===== config.mk =====
export PLATFORM = sky130hd
export DESIGN_NAME = pio_ports
export DESIGN_NICKNAME = d
export VERILOG_FILES = /design/src/pio_pkg.sv /design/src/pio_sync.sv /design/src/pio_ports.sv
export SDC_FILE = /design/constraint.sdc
export NUM_CORES = 1
export LEC_CHECK = 0
export BUFFER_PORTS_ARGS = -buffer_cell sky130_fd_sc_hd__buf_2
export CAP_MARGIN = 20
export CORE_UTILIZATION = 55
export DETAILED_ROUTE_END_ITERATION = 16
export HOLD_SLACK_MARGIN = 0.05
export PLACE_DENSITY = 0.77
export SLEW_MARGIN = 20
export SYNTH_ARGS = -nofsm -noshare
export SYNTH_HDL_FRONTEND = slang
export SYNTH_HIERARCHICAL = 1
export SYNTH_SLANG_ARGS = --single-unit

===== constraint.sdc =====
create_clock -name sys_clk -period 5.9 [get_ports sys_clk]
set_clock_uncertainty 0.2 [all_clocks]
set_input_delay 0.885 -clock sys_clk [delete_from_list [all_inputs] [get_ports sys_clk]]
set_output_delay 0.885 -clock sys_clk [all_outputs]
set_load 0.05 [all_outputs]

===== src/pio_pkg.sv =====
/*
 Constants, types and decoding shared by the parallel I/O port block.
 Assumes a byte-wide register port with a 4-bit address and one system clock.
*/

package pio_pkg;

	localparam int PIO_PORTS = 8;
	localparam int PIO_WIDTH = 8;

	localparam logic [7:0][3:0] PIO_DATA_OFF = {4'hb, 4'ha, 4'h9, 4'h8, 4'h3, 4'h2, 4'h1, 4'h0};
	localparam logic [7:0][3:0] PIO_DIR_OFF = {4'hf, 4'he, 4'hd, 4'hc, 4'h7, 4'h6, 4'h5, 4'h4};

	// Implemented bits per port, H down to A
	localparam logic [7:0][7:0] PIO_DATA_MASK = {8'h03, 8'h07, 8'h7f, 8'hff, 8'hff, 8'h3f, 8'hff, 8'hff};
	localparam logic [7:0][7:0] PIO_DIR_MASK = {8'h03, 8'h07, 8'h7f, 8'hff, 8'hff, 8'h3f, 8'hff, 8'hff};
	localparam logic [7:0] PIO_DIR_RESET = 8'h00;
	localparam logic [7:0] PIO_RDATA_IDLE = 8'h00;

	localparam logic [2:0] PIO_PORT_A = 3'h0;
	localparam logic [2:0] PIO_PORT_B = 3'h1;
	localparam logic [2:0] PIO_PORT_C = 3'h2;
	localparam logic [2:0] PIO_PORT_D = 3'h3;
	localparam logic [2:0] PIO_PORT_E = 3'h4;
	localparam logic [2:0] PIO_PORT_H = 3'h7;

	localparam int PIO_CLKOUT_BIT = 7;
	localparam int PIO_CLKOUT_PIN = 2;

	localparam logic [4:0] PIO_ANALOG_D_BASE = 5'h08;
	localparam logic [4:0] PIO_ANALOG_D_END = 5'h0f;

	typedef struct packed {
		logic [3:0] addr;
		logic [7:0] wdata;
		logic wr;
		logic rd;
	} pio_bus_req_type;

	typedef struct packed {
		logic is_data;
		logic is_dir;
		logic [2:0] port;
	} pio_decode_type;

	typedef logic [7:0][7:0] pio_port_array_type;

	// Register address to port and register kind
	function automatic pio_decode_type pio_decode(input logic [3:0] addr);
		pio_decode_type d;
		d = '0;
		for (int i = 0; i < PIO_PORTS; i++) begin
			if (addr == PIO_DATA_OFF[i]) begin
				d.is_data = 1'b1;
				d.port = 3'(i);
			end
			if (addr == PIO_DIR_OFF[i]) begin
				d.is_dir = 1'b1;
				d.port = 3'(i);
			end
		end
		return d;
	endfunction

endpackage


===== src/pio_sync.sv =====
/*
 Two-stage synchroniser for the port pin levels.
 Assumes the inputs are asynchronous to sys_clk; only the second stage is read.
*/
`timescale 1ns/1ps
`default_nettype none

module pio_sync import pio_pkg::*; #(
	parameter int WIDTH = PIO_PORTS * PIO_WIDTH
) (
	input wire logic sys_clk,
	input wire logic srst,
	input wire logic clk_en,
	input wire logic [WIDTH-1:0] async_in,
	output logic [WIDTH-1:0] sync_out
);

	logic [WIDTH-1:0] stage1_reg;
	logic [WIDTH-1:0] stage1_next;
	logic [WIDTH-1:0] stage2_reg;
	logic [WIDTH-1:0] stage2_next;

	always_comb begin
		stage1_next = async_in;
		stage2_next = stage1_reg;
		if (srst) begin
			stage1_next = '0;
			stage2_next = '0;
		end
	end

	always_ff @(posedge sys_clk) begin
		if (clk_en) begin
			stage1_reg <= stage1_next;
			stage2_reg <= stage2_next;
		end
	end

	assign sync_out = stage2_reg;

endmodule

`default_nettype wire


===== src/pio_ports.sv =====
/*
 Eight parallel I/O ports with data latches, direction registers,
 converter pin sharing on ports B and D and a clock output on port C.
 Assumes a byte register port on sys_clk; pins arrive asynchronously and
 the pad logic resolves pin_out and pin_oe onto the wire.
*/
`timescale 1ns/1ps
`default_nettype none

module pio_ports import pio_pkg::*; (
	input wire logic sys_clk,
	input wire logic srst,
	input wire logic clk_en,
	input wire pio_bus_req_type bus_req,
	output logic [7:0] bus_rdata,
	input wire logic [4:0] analog_channel,
	input wire pio_port_array_type pin_in,
	output pio_port_array_type pin_out,
	output pio_port_array_type pin_oe
);

	pio_port_array_type latch_reg;
	pio_port_array_type latch_next;
	pio_port_array_type dir_reg;
	pio_port_array_type dir_next;
	logic clk_out_en_reg;
	logic clk_out_en_next;
	logic clk_div_reg;
	logic clk_div_next;
	logic [7:0] rdata_reg;
	logic [7:0] rdata_next;
	pio_port_array_type pin_out_reg;
	pio_port_array_type pin_out_next;
	pio_port_array_type pin_oe_reg;
	pio_port_array_type pin_oe_next;

	pio_port_array_type pin_sync;
	pio_port_array_type claim;
	pio_port_array_type read_val;
	pio_decode_type dec;

	// Pin levels pass two flops before any logic looks at them
	pio_sync #(
		.WIDTH(PIO_PORTS * PIO_WIDTH)
	) u_sync (
		.sys_clk(sys_clk),
		.srst(srst),
		.clk_en(clk_en),
		.async_in(pin_in),
		.sync_out(pin_sync)
	);

	// Pins taken by the converter's channel select
	function automatic logic [7:0] analog_claim(input logic [4:0] ch, input logic [2:0] port);
		logic [7:0] m;
		m = 8'h00;
		if (port == PIO_PORT_B && ch < PIO_ANALOG_D_BASE) begin
			m[ch[2:0]] = 1'b1;
		end else if (port == PIO_PORT_D && ch >= PIO_ANALOG_D_BASE && ch < PIO_ANALOG_D_END) begin
			m[3'(ch - PIO_ANALOG_D_BASE)] = 1'b1;
		end
		return m;
	endfunction

	assign dec = pio_decode(bus_req.addr);

	genvar g;
	generate
		for (g = 0; g < PIO_PORTS; g++) begin : g_port
			assign claim[g] = analog_claim(analog_channel, 3'(g));
			// Claimed input bits read 0; driven bits read the latch
			assign read_val[g] = ((latch_reg[g] & dir_reg[g])
				| (pin_sync[g] & ~dir_reg[g] & ~claim[g]))
				& PIO_DATA_MASK[g];
		end
	endgenerate

	// Register writes, reset and clock divider
	always_comb begin
		latch_next = latch_reg;
		dir_next = dir_reg;
		clk_out_en_next = clk_out_en_reg;
		clk_div_next = clk_out_en_reg ? ~clk_div_reg : 1'b0;
		if (bus_req.wr) begin
			if (dec.is_data) begin
				latch_next[dec.port] = bus_req.wdata & PIO_DATA_MASK[dec.port];
			end else if (dec.is_dir) begin
				dir_next[dec.port] = bus_req.wdata & PIO_DIR_MASK[dec.port];
				if (dec.port == PIO_PORT_C) begin
					clk_out_en_next = bus_req.wdata[PIO_CLKOUT_BIT];
				end
			end
		end
		if (srst) begin
			// Latches keep their contents across reset
			for (int i = 0; i < PIO_PORTS; i++) begin
				dir_next[i] = PIO_DIR_RESET;
			end
			latch_next = latch_reg;
			clk_out_en_next = 1'b0;
			clk_div_next = 1'b0;
		end
	end

	always_ff @(posedge sys_clk) begin
		if (clk_en) begin
			latch_reg <= latch_next;
			dir_reg <= dir_next;
			clk_out_en_reg <= clk_out_en_next;
			clk_div_reg <= clk_div_next;
		end
	end

	// Read data stands for one cycle only
	always_comb begin
		rdata_next = PIO_RDATA_IDLE;
		if (bus_req.rd && !srst) begin
			if (dec.is_data) begin
				rdata_next = read_val[dec.port];
				if (dec.port == PIO_PORT_C && clk_out_en_reg) begin
					rdata_next[PIO_CLKOUT_PIN] = 1'b0;
				end
			end else if (dec.is_dir) begin
				rdata_next = dir_reg[dec.port];
				if (dec.port == PIO_PORT_C) begin
					rdata_next[PIO_CLKOUT_BIT] = clk_out_en_reg;
				end
			end
		end
	end

	always_ff @(posedge sys_clk) begin
		if (clk_en) begin
			rdata_reg <= rdata_next;
		end
	end

	// Pad drive; the clock output shows sys_clk/2 since pads come from flops
	always_comb begin
		for (int i = 0; i < PIO_PORTS; i++) begin
			pin_oe_next[i] = dir_reg[i] & ~claim[i];
			pin_out_next[i] = latch_reg[i] & PIO_DATA_MASK[i];
		end
		if (clk_out_en_reg) begin
			pin_oe_next[PIO_PORT_C][PIO_CLKOUT_PIN] = 1'b1;
			pin_out_next[PIO_PORT_C][PIO_CLKOUT_PIN] = clk_div_reg;
		end
		if (srst) begin
			pin_oe_next = '0;
			pin_out_next = '0;
		end
	end

	always_ff @(posedge sys_clk) begin
		if (clk_en) begin
			pin_out_reg <= pin_out_next;
			pin_oe_reg <= pin_oe_next;
		end
	end

	assign bus_rdata = rdata_reg;
	assign pin_out = pin_out_reg;
	assign pin_oe = pin_oe_reg;

	// Checks

	logic [7:0] a_expect;
	assign a_expect = (latch_reg[PIO_PORT_A] & dir_reg[PIO_PORT_A])
		| (pin_sync[PIO_PORT_A] & ~dir_reg[PIO_PORT_A]);
endmodule

`default_nettype wire


* After elaboration in Yosys (flattened, before gate mapping)
Memory sizes are Yosys's and may differ from the RTL's.
Cells that the tools add are included.
** Cells by class
- Order comparisons :: 9
- Bitwise logic cells :: 42
- Reduce and logical (&&, ||, !) cells :: 15
- Multiplexer cells :: 51
- Equal/unequal tests :: 17
- Add/subtract/negate cells :: 1
** Operators by type and width (number)
- two-way mux 64 bit :: 3
- bitwise mux 64 bit :: 2
- AND 8 bit :: 13
- two-way mux 8 bit :: 8
- binary-select mux 8 bit (select 3 bit) :: 2
- NOT 8 bit :: 6
- equality test 4 bit (second input constant) :: 8
- two-way mux 4 bit :: 8
- OR 8 bit :: 4
- demux 8 bit (select 3 bit) :: 1
- two-way mux 3 bit :: 7
- two-way mux 1 bit :: 18
- equality test 4 x 3 -> 1 bit (second input constant) :: 4
- AND 7 bit :: 2
- AND 6 bit :: 2
- less-than comparator 3 x 4 -> 1 bit (second input constant) :: 3
- less-than comparator 5 x 4 -> 1 bit (second input constant) :: 2
- >= comparator 3 x 1 -> 1 bit (second input constant) :: 3
- equality test 4 x 2 -> 1 bit (second input constant) :: 2
- AND reduction 4 bit :: 2
- NOT 7 bit :: 1
- OR 7 bit :: 1
- AND 3 bit :: 2
- demux 1 bit (select 3 bit) :: 2
- other kinds (19) :: 29
** Storage, ports and cells
- Memories kept :: 1
- Logic and storage cells :: 177
- Output and inout port bits :: 136
- Bits in registers :: 382
- Memory bits (read-only) :: 64
- Input port bits :: 86
** Memory list
- (no name shown) :: words 8, bits a word 8, rd ports 1, clocked after Yosys merged registers in 0, wr ports 0, RTL line pio_ports.sv:88 : dir_next[dec.port] = bus_req.wdata & PIO_DIR_MASK[dec.port];

* Depth between registers and ports, before layout
Gate-level depths: netlist of the first run.
- Depth after elaboration :: 24
- Mapped depth :: 8
- Mapped depth without buffers :: 5

* Hierarchy
Netlist of the first run, hierarchy kept.
** By module, submodules not included
- pio_ports :: area each 10811.6 µm², sequential area each 7146.9 µm², instances 1, cells each 818
- pio_sync :: area each 4745.8 µm², sequential area each 3843.7 µm², instances 1, cells each 270

* Worst setup path before layout of the first run
OpenSTA, ideal clock, no wires.
- Path kind :: input to register
- Start point :: in srst
- End point :: reg clk_out_en_reg (enable)
- Path buffers :: 1
- Setup slack :: 1.002 ns
- Setup time :: 0.300 ns
- Cell stages on the path :: 4
- Required time :: 5.400 ns
- Arrival time :: 4.398 ns
- Cell sequence :: clkbuf_1 > a21oi_1 > nor2b_1 > o21a_1
** On the way
- Cells in the longest elaborated chain, start to end :: 2
- Elaborated cells between the ends (all ways) :: 5
- Those cells by class :: 1 x eq/ne; 4 x reduce/logical
** RTL lines
- start: declaration :: RTL line pio_ports.sv:12 : input wire logic srst,
- inequality test 2 bit (no line) / nonzero test 2 bit (equally long branches)
- AND reduction 5 bit (no line) (*)
- end signal: assignment :: RTL line pio_ports.sv:109 : clk_out_en_reg <= clk_out_en_next;
- end: declaration :: RTL line pio_ports.sv:26 : logic clk_out_en_reg;
Every way passes the cells marked *; elsewhere a longest branch is shown, timed or not.
A chain may end at the register's enable or synchronous reset.

* Worst setup path in the final report of the first run
- Start point :: in clk_en
- End point :: reg latch_reg[31] (netlist bit) (enable)
** On the way
- Cells in the longest elaborated chain, start to end :: 1
** RTL lines
- start: declaration :: RTL line pio_ports.sv:13 : input wire logic clk_en,
- AND reduction 4 bit (no line)
- end signal: assignment :: RTL line pio_ports.sv:107 : latch_reg <= latch_next;
- end: declaration :: RTL line pio_ports.sv:22 : pio_port_array_type latch_reg;
Every way passes these cells.

==> flow_metrics.tcl, run 1 <==
set metrics [dict create \
    cp_cell_sequence "clkbuf_8, nand4bb_1, nor2_1" \
    fin_util_pct 63.94 \
    power_switching_uw 1348 \
    drtAntennaViolNets 0 \
    grt_pass1_vias 8333 \
    cap_violations 0 \
    fp.dieW_um 164.6 \
    fin_tns_setup_ns 0 \
    path_delay_family "simple AND/OR/NAND/NOR gates" \
    initial_core_util_pct 55.96 \
    hold_viol 0 \
    path_class "in2reg" \
    drt-total-wl_um 33420 \
    arrival_ns 2.93 \
    place_congestion 0.8957 \
    drive_gt1_share_pct 22.12 \
    cp-end-kind "flip-flop" \
    clk_pin_slew_ns 0.06 \
    required_ns 5.84 \
    vias_per_cell 5.653 \
    power.leakage_uw 0.006127 \
    swShare_pct 24.80 \
    clkLatencyLatePin_ns 0.52 \
    vias 8875 \
    yosysWarnings 6 \
    route.detailed.drc 0 \
    p_int_uw 4086 \
    nFillCells 1934 \
    htreeDepth 2 \
    power.share.clock_pct 37.2 \
    fin_crit_ns 2.989 \
    cts_sinks 338 \
    avgRoutedWirePerCell_um 21.29 \
    setup_viol 0 \
    cp_num_buf_inv 1 \
    timing.final.crit_share_pct 50.66 \
    hold_slack_ns 0.3214 \
    max_slew.worst_pin.slew_ns 0.9704 \
    powerDensity_nw_per_um2 327.0 \
    fmax_ghz 0.3346 \
    cts_root_buf "clkbuf_16" \
    hp-class "reg2reg" \
    rsz0062_at_grt "false" \
    cpPeakStageDelay_ns 0.90 \
    syn_avg_cell_area_um2 14.09 \
    slew_violations 0 \
    ctsHoldBuffers 0 \
    grt.overflow.total 0 \
    synthesis.area_um2 14540 \
    cts_setup_buffers 0 \
    rows 59 \
    crit_slowest_cell "nor2_1" \
    grt_max_degree 104 \
    numCtsBuffers 35 \
    cts_tree "done" \
    nets 1295 \
    port_buffers 193 \
    cts-resized-gates 0 \
    slew_headroom_pct 35.31 \
    dr.pass1.iters 5 \
    synth_cells 1032 \
    grt_usage_pct 24.81 \
    combPwrFrac_pct 10.1 \
    worstSetupStartpointType "primary input" \
    hpwl_um 23000 \
    die-area_um2 27090 \
    fp.coreArea_um2 25980 \
    ios 222 \
    grt_pass1_wl_um 48970 \
    die_h_um 164.6 \
    pwr-share-seq_pct 52.7 \
    max-vdd-ir-drop_mv 0.2510 \
    drt_iter0_markers 1208 \
    area_delta_synth_final_pct 14.27 \
    clock_path_buffers 3 \
    outcome "finished clean" \
    cp_max_fo 80 \
    antenna_found_initial 3 \
]
## final cells by class
cell class                 count  area (um2)  share of cell area [%]
sequential                   338       10150                   61.08
multi-input combinational    623        3913                   23.55
timing repair buffer         205        1074                   6.461
clock buffer                  42       902.1                   5.429
tap                          335       419.2                   2.523
clock inverter                20       133.9                  0.8057
inverter                       6       22.52                  0.1355
antenna                        1       2.502                 0.01506
## path summary, 6_finish.rpt
path	start	end	depth (start not counted)	slack [ns]
max reg2reg	dir_reg[9]	bus_rdata[1]	3	3.96
max	clk_en	latch_reg[31]	3	2.91
min	u_sync/stage1_reg[24]	u_sync/sync_out[24]	1	0.32
min reg2reg	u_sync/stage1_reg[24]	u_sync/sync_out[24]	1	0.32
## layer usage
layer / GRT usage (%) / vias to the layer above / share of wire [%]
met5: 0 / - / 0.066
met4: 8.132 / 4 / 2.6
met3: 4.370 / 66 / 10
met2: 39.61 / 502 / 48
met1: 34.71 / 4228 / 39
li1: - / 4075 / -
## worst register-to-register path, stage by stage, from the launching register on
cell and delay (ns):
edfxtp_1 0.47, o311ai_0 0.54, nand3b_1 0.16, a221oi_1 0.36
## placed cells by master (no fill, tap or decap), types with 3 or more instances in the layout
master     count
edfxtp_1     338
nor2b_1      206
buf_2        191
nand2_1      114
a21oi_1       52
mux2i_1       35
clkbuf_16     35
nor2_1        34
and2_1        20
nor3b_1       15
o22ai_1       15
o21ai_0       14
conb_1        14
buf_4         12
mux4_2        11
a211oi_1      11
clkinv_1      11
nand2b_1       8
clkbuf_1       7
nand3_1        6
inv_1          6
o211ai_1       6
nor3_1         5
nand3b_1       3
a2111oi_1      3
a211o_1        3
a221oi_1       3
o21ai_1        3
inv_6          3
## power by group through the flow
stage | clock [uW] | sequential [uW] | combinational [uW]
floorplan | 0 | 3040 | 240
global placement | 0 | 2910 | 538
detailed placement | 0 | 2910 | 547
CTS | 2040 | 2860 | 549
global route | 2130 | 2870 | 585
finish | 2020 | 2860 | 550
## through the flow
step / worst slack [ns] / std cells / total power [uW] / cell area [um2]
after detailed placement: 2.353 / 1507 / 3458 / 15580
after CTS: 2.931 / 1569 / 5455 / 16610
after floorplan: 1.002 / 1045 / 3281 / 14590
final: 2.911 / 1570 / 5434 / 16620
after global placement: 2.427 / 1507 / 3444 / 15580
after global routing: 2.812 / 1570 / 5592 / 16620
(Power assumes the default switching activity.)
==> inputs of run 2 (changes only) <==
- clock period: 5.9 -> 2.9 ns (I/O delays scaled with it)
==> flow_metrics.tcl, run 2 (synthesis gave the netlist of run 1 again) <==
set metrics [dict create \
    final_common_cell "edfxtp_1" \
    crit_slowest_cell "nand2b_1" \
    final_cell_mix "edfxtp_1, nor2b_1, buf_2, nand2_1, a21oi_1" \
    grt_usage_pct 25.19 \
    port_buffers 193 \
    cts_root_buf "clkbuf_16" \
    path_delay_family "simple AND/OR/NAND/NOR gates" \
    vias_per_cell 5.543 \
    die-area_um2 27090 \
    crit_path_start "bus_req[11]" \
    fmax_ghz 0.4744 \
    diodes 0 \
    cp_max_fo 16 \
    powerDensity_nw_per_um2 644.0 \
    rows 59 \
    arrival_ns 2.25 \
    pwr-share-seq_pct 52.2 \
    worstSetupStartpointType "primary input" \
    slew_headroom_pct 51.87 \
    hold_slack_ns 0.05782 \
    fin_crit_ns 2.108 \
    drtAntennaViolNets 0 \
    route.detailed.drc 0 \
    nets 1361 \
    max_slew.worst_pin.slew_ns 0.7220 \
    combPwrFrac_pct 10.7 \
    cts_sinks 338 \
    place_area_um2 15800 \
    p_total_uw 11160 \
    area_delta_synth_final_pct 19.14 \
    vias 9058 \
    cp_num_buf_inv 1 \
    drive_gt1_share_pct 22.63 \
    power.leakage_uw 0.006471 \
    ios 222 \
    clk_pin_slew_ns 0.07 \
    avgRoutedWirePerCell_um 20.53 \
    grt_pass1_vias 8539 \
    die_h_um 164.6 \
    fp.dieW_um 164.6 \
    place_congestion 0.9434 \
    hold_viol 0 \
    path_class "in2reg" \
    setup_viol 0 \
    worstHoldStart "pin_in[24]" \
    numCtsBuffers 34 \
    grt_max_degree 130 \
    drt_iter0_markers 916 \
    grt_pass1_wl_um 49310 \
    antenna_found_initial 0 \
    power.share.clock_pct 37.1 \
    hp-class "in2reg" \
    outcome "finished clean" \
    htreeDepth 2 \
    cpPeakStageDelay_ns 0.42 \
    cts-resized-gates 0 \
    nFillCells 1882 \
    drt-total-wl_um 33550 \
    fin_tns_setup_ns 0 \
    clock_path_buffers 3 \
    fp.coreArea_um2 25980 \
    required_ns 3.04 \
    dr.pass1.iters 5 \
    hpwl_um 23380 \
    cp-end-kind "flip-flop" \
    clkLatencyLatePin_ns 0.51 \
    final_cell_area_um2 17320 \
    grt.overflow.total 0 \
    cp_cell_sequence "buf_2, nor2b_1, nand2b_1, o22ai_1, nor3_1, a221oi_1" \
    swShare_pct 24.21 \
    p_int_uw 8455 \
    power_switching_uw 2701 \
    slew_violations 0 \
    timing.final.crit_share_pct 72.69 \
    cap_violations 0 \
    max-vdd-ir-drop_mv 0.6355 \
    r2r_start "dir_reg[48]" \
    cts_tree "done" \
    initial_core_util_pct 55.96 \
    rsz0062_at_grt "false" \
]
run 2: cell count changes in the layout (fill, tap and decap cells not counted), moves of 2 or more:
cell / previous run / this run
buf_12: 0 / 6
buf_4: 12 / 26
clkbuf_16: 35 / 37
clkinv_1: 11 / 9
clkinv_2: 2 / 6
clkinvlp_4: 2 / 0
dlygate4sd3_1: 0 / 47
inv_6: 3 / 0
run 2: metal layers:
metal	vias to the layer above	part of all wire, %	wire length, um	global-route usage, %
li1	4194	-	-	-
met1	4349	40	13370	34.50
met2	462	48	16120	40.41
met3	53	9.1	3044	4.646
met4	0	3.0	1011	9.299
met5	-	0	0	0
run 2: power by group through the flow:
stage,sequential (uW),combinational (uW),clock (uW)
after CTS,5820,1190,4200
after floorplan,6180,490,0
after detailed placement,5920,1140,0
after global placement,5910,1120,0
final,5820,1190,4140
after global routing,5840,1270,4400
run 2: what timing repair did:
| action | in CTS | in global routing |
|---|---|---|
| hold endpoints to repair | 47 | 0 |
| setup buffers | 0 | 0 |
| hold buffers | 47 | 0 |
run 2: worst paths after layout:
path	to	cells after the start	slack, ns
max reg2reg	bus_rdata[0]	4	0.93
min	u_sync/stage1_reg[24]	2	0.06
min reg2reg	u_sync/sync_out[8]	1	0.33
max	bus_rdata[3]	6	0.79
run 2: layout make-up:
type	instances	area (um2)	area share [%]
well taps	335	419.2	2.419
repair buffers	272	1769	10.21
flip-flops and latches	338	10150	58.59
multi-input cells	623	3913	22.58
clock buffers	43	948.4	5.475
clock inverters	17	102.6	0.5922
inverters	6	22.52	0.1300
run 2: stage by stage:
stage          utilization, %  cells  setup WS, ns
2_1_floorplan               -   1045        0.4052
3_3_place_gp            60.81   1527        0.4115
3_5_place_dp            60.81   1527        0.3277
4_1_cts                 66.67   1634        0.8616
5_1_grt                 66.67   1634        0.6765
6_report                66.67   1634        0.7921
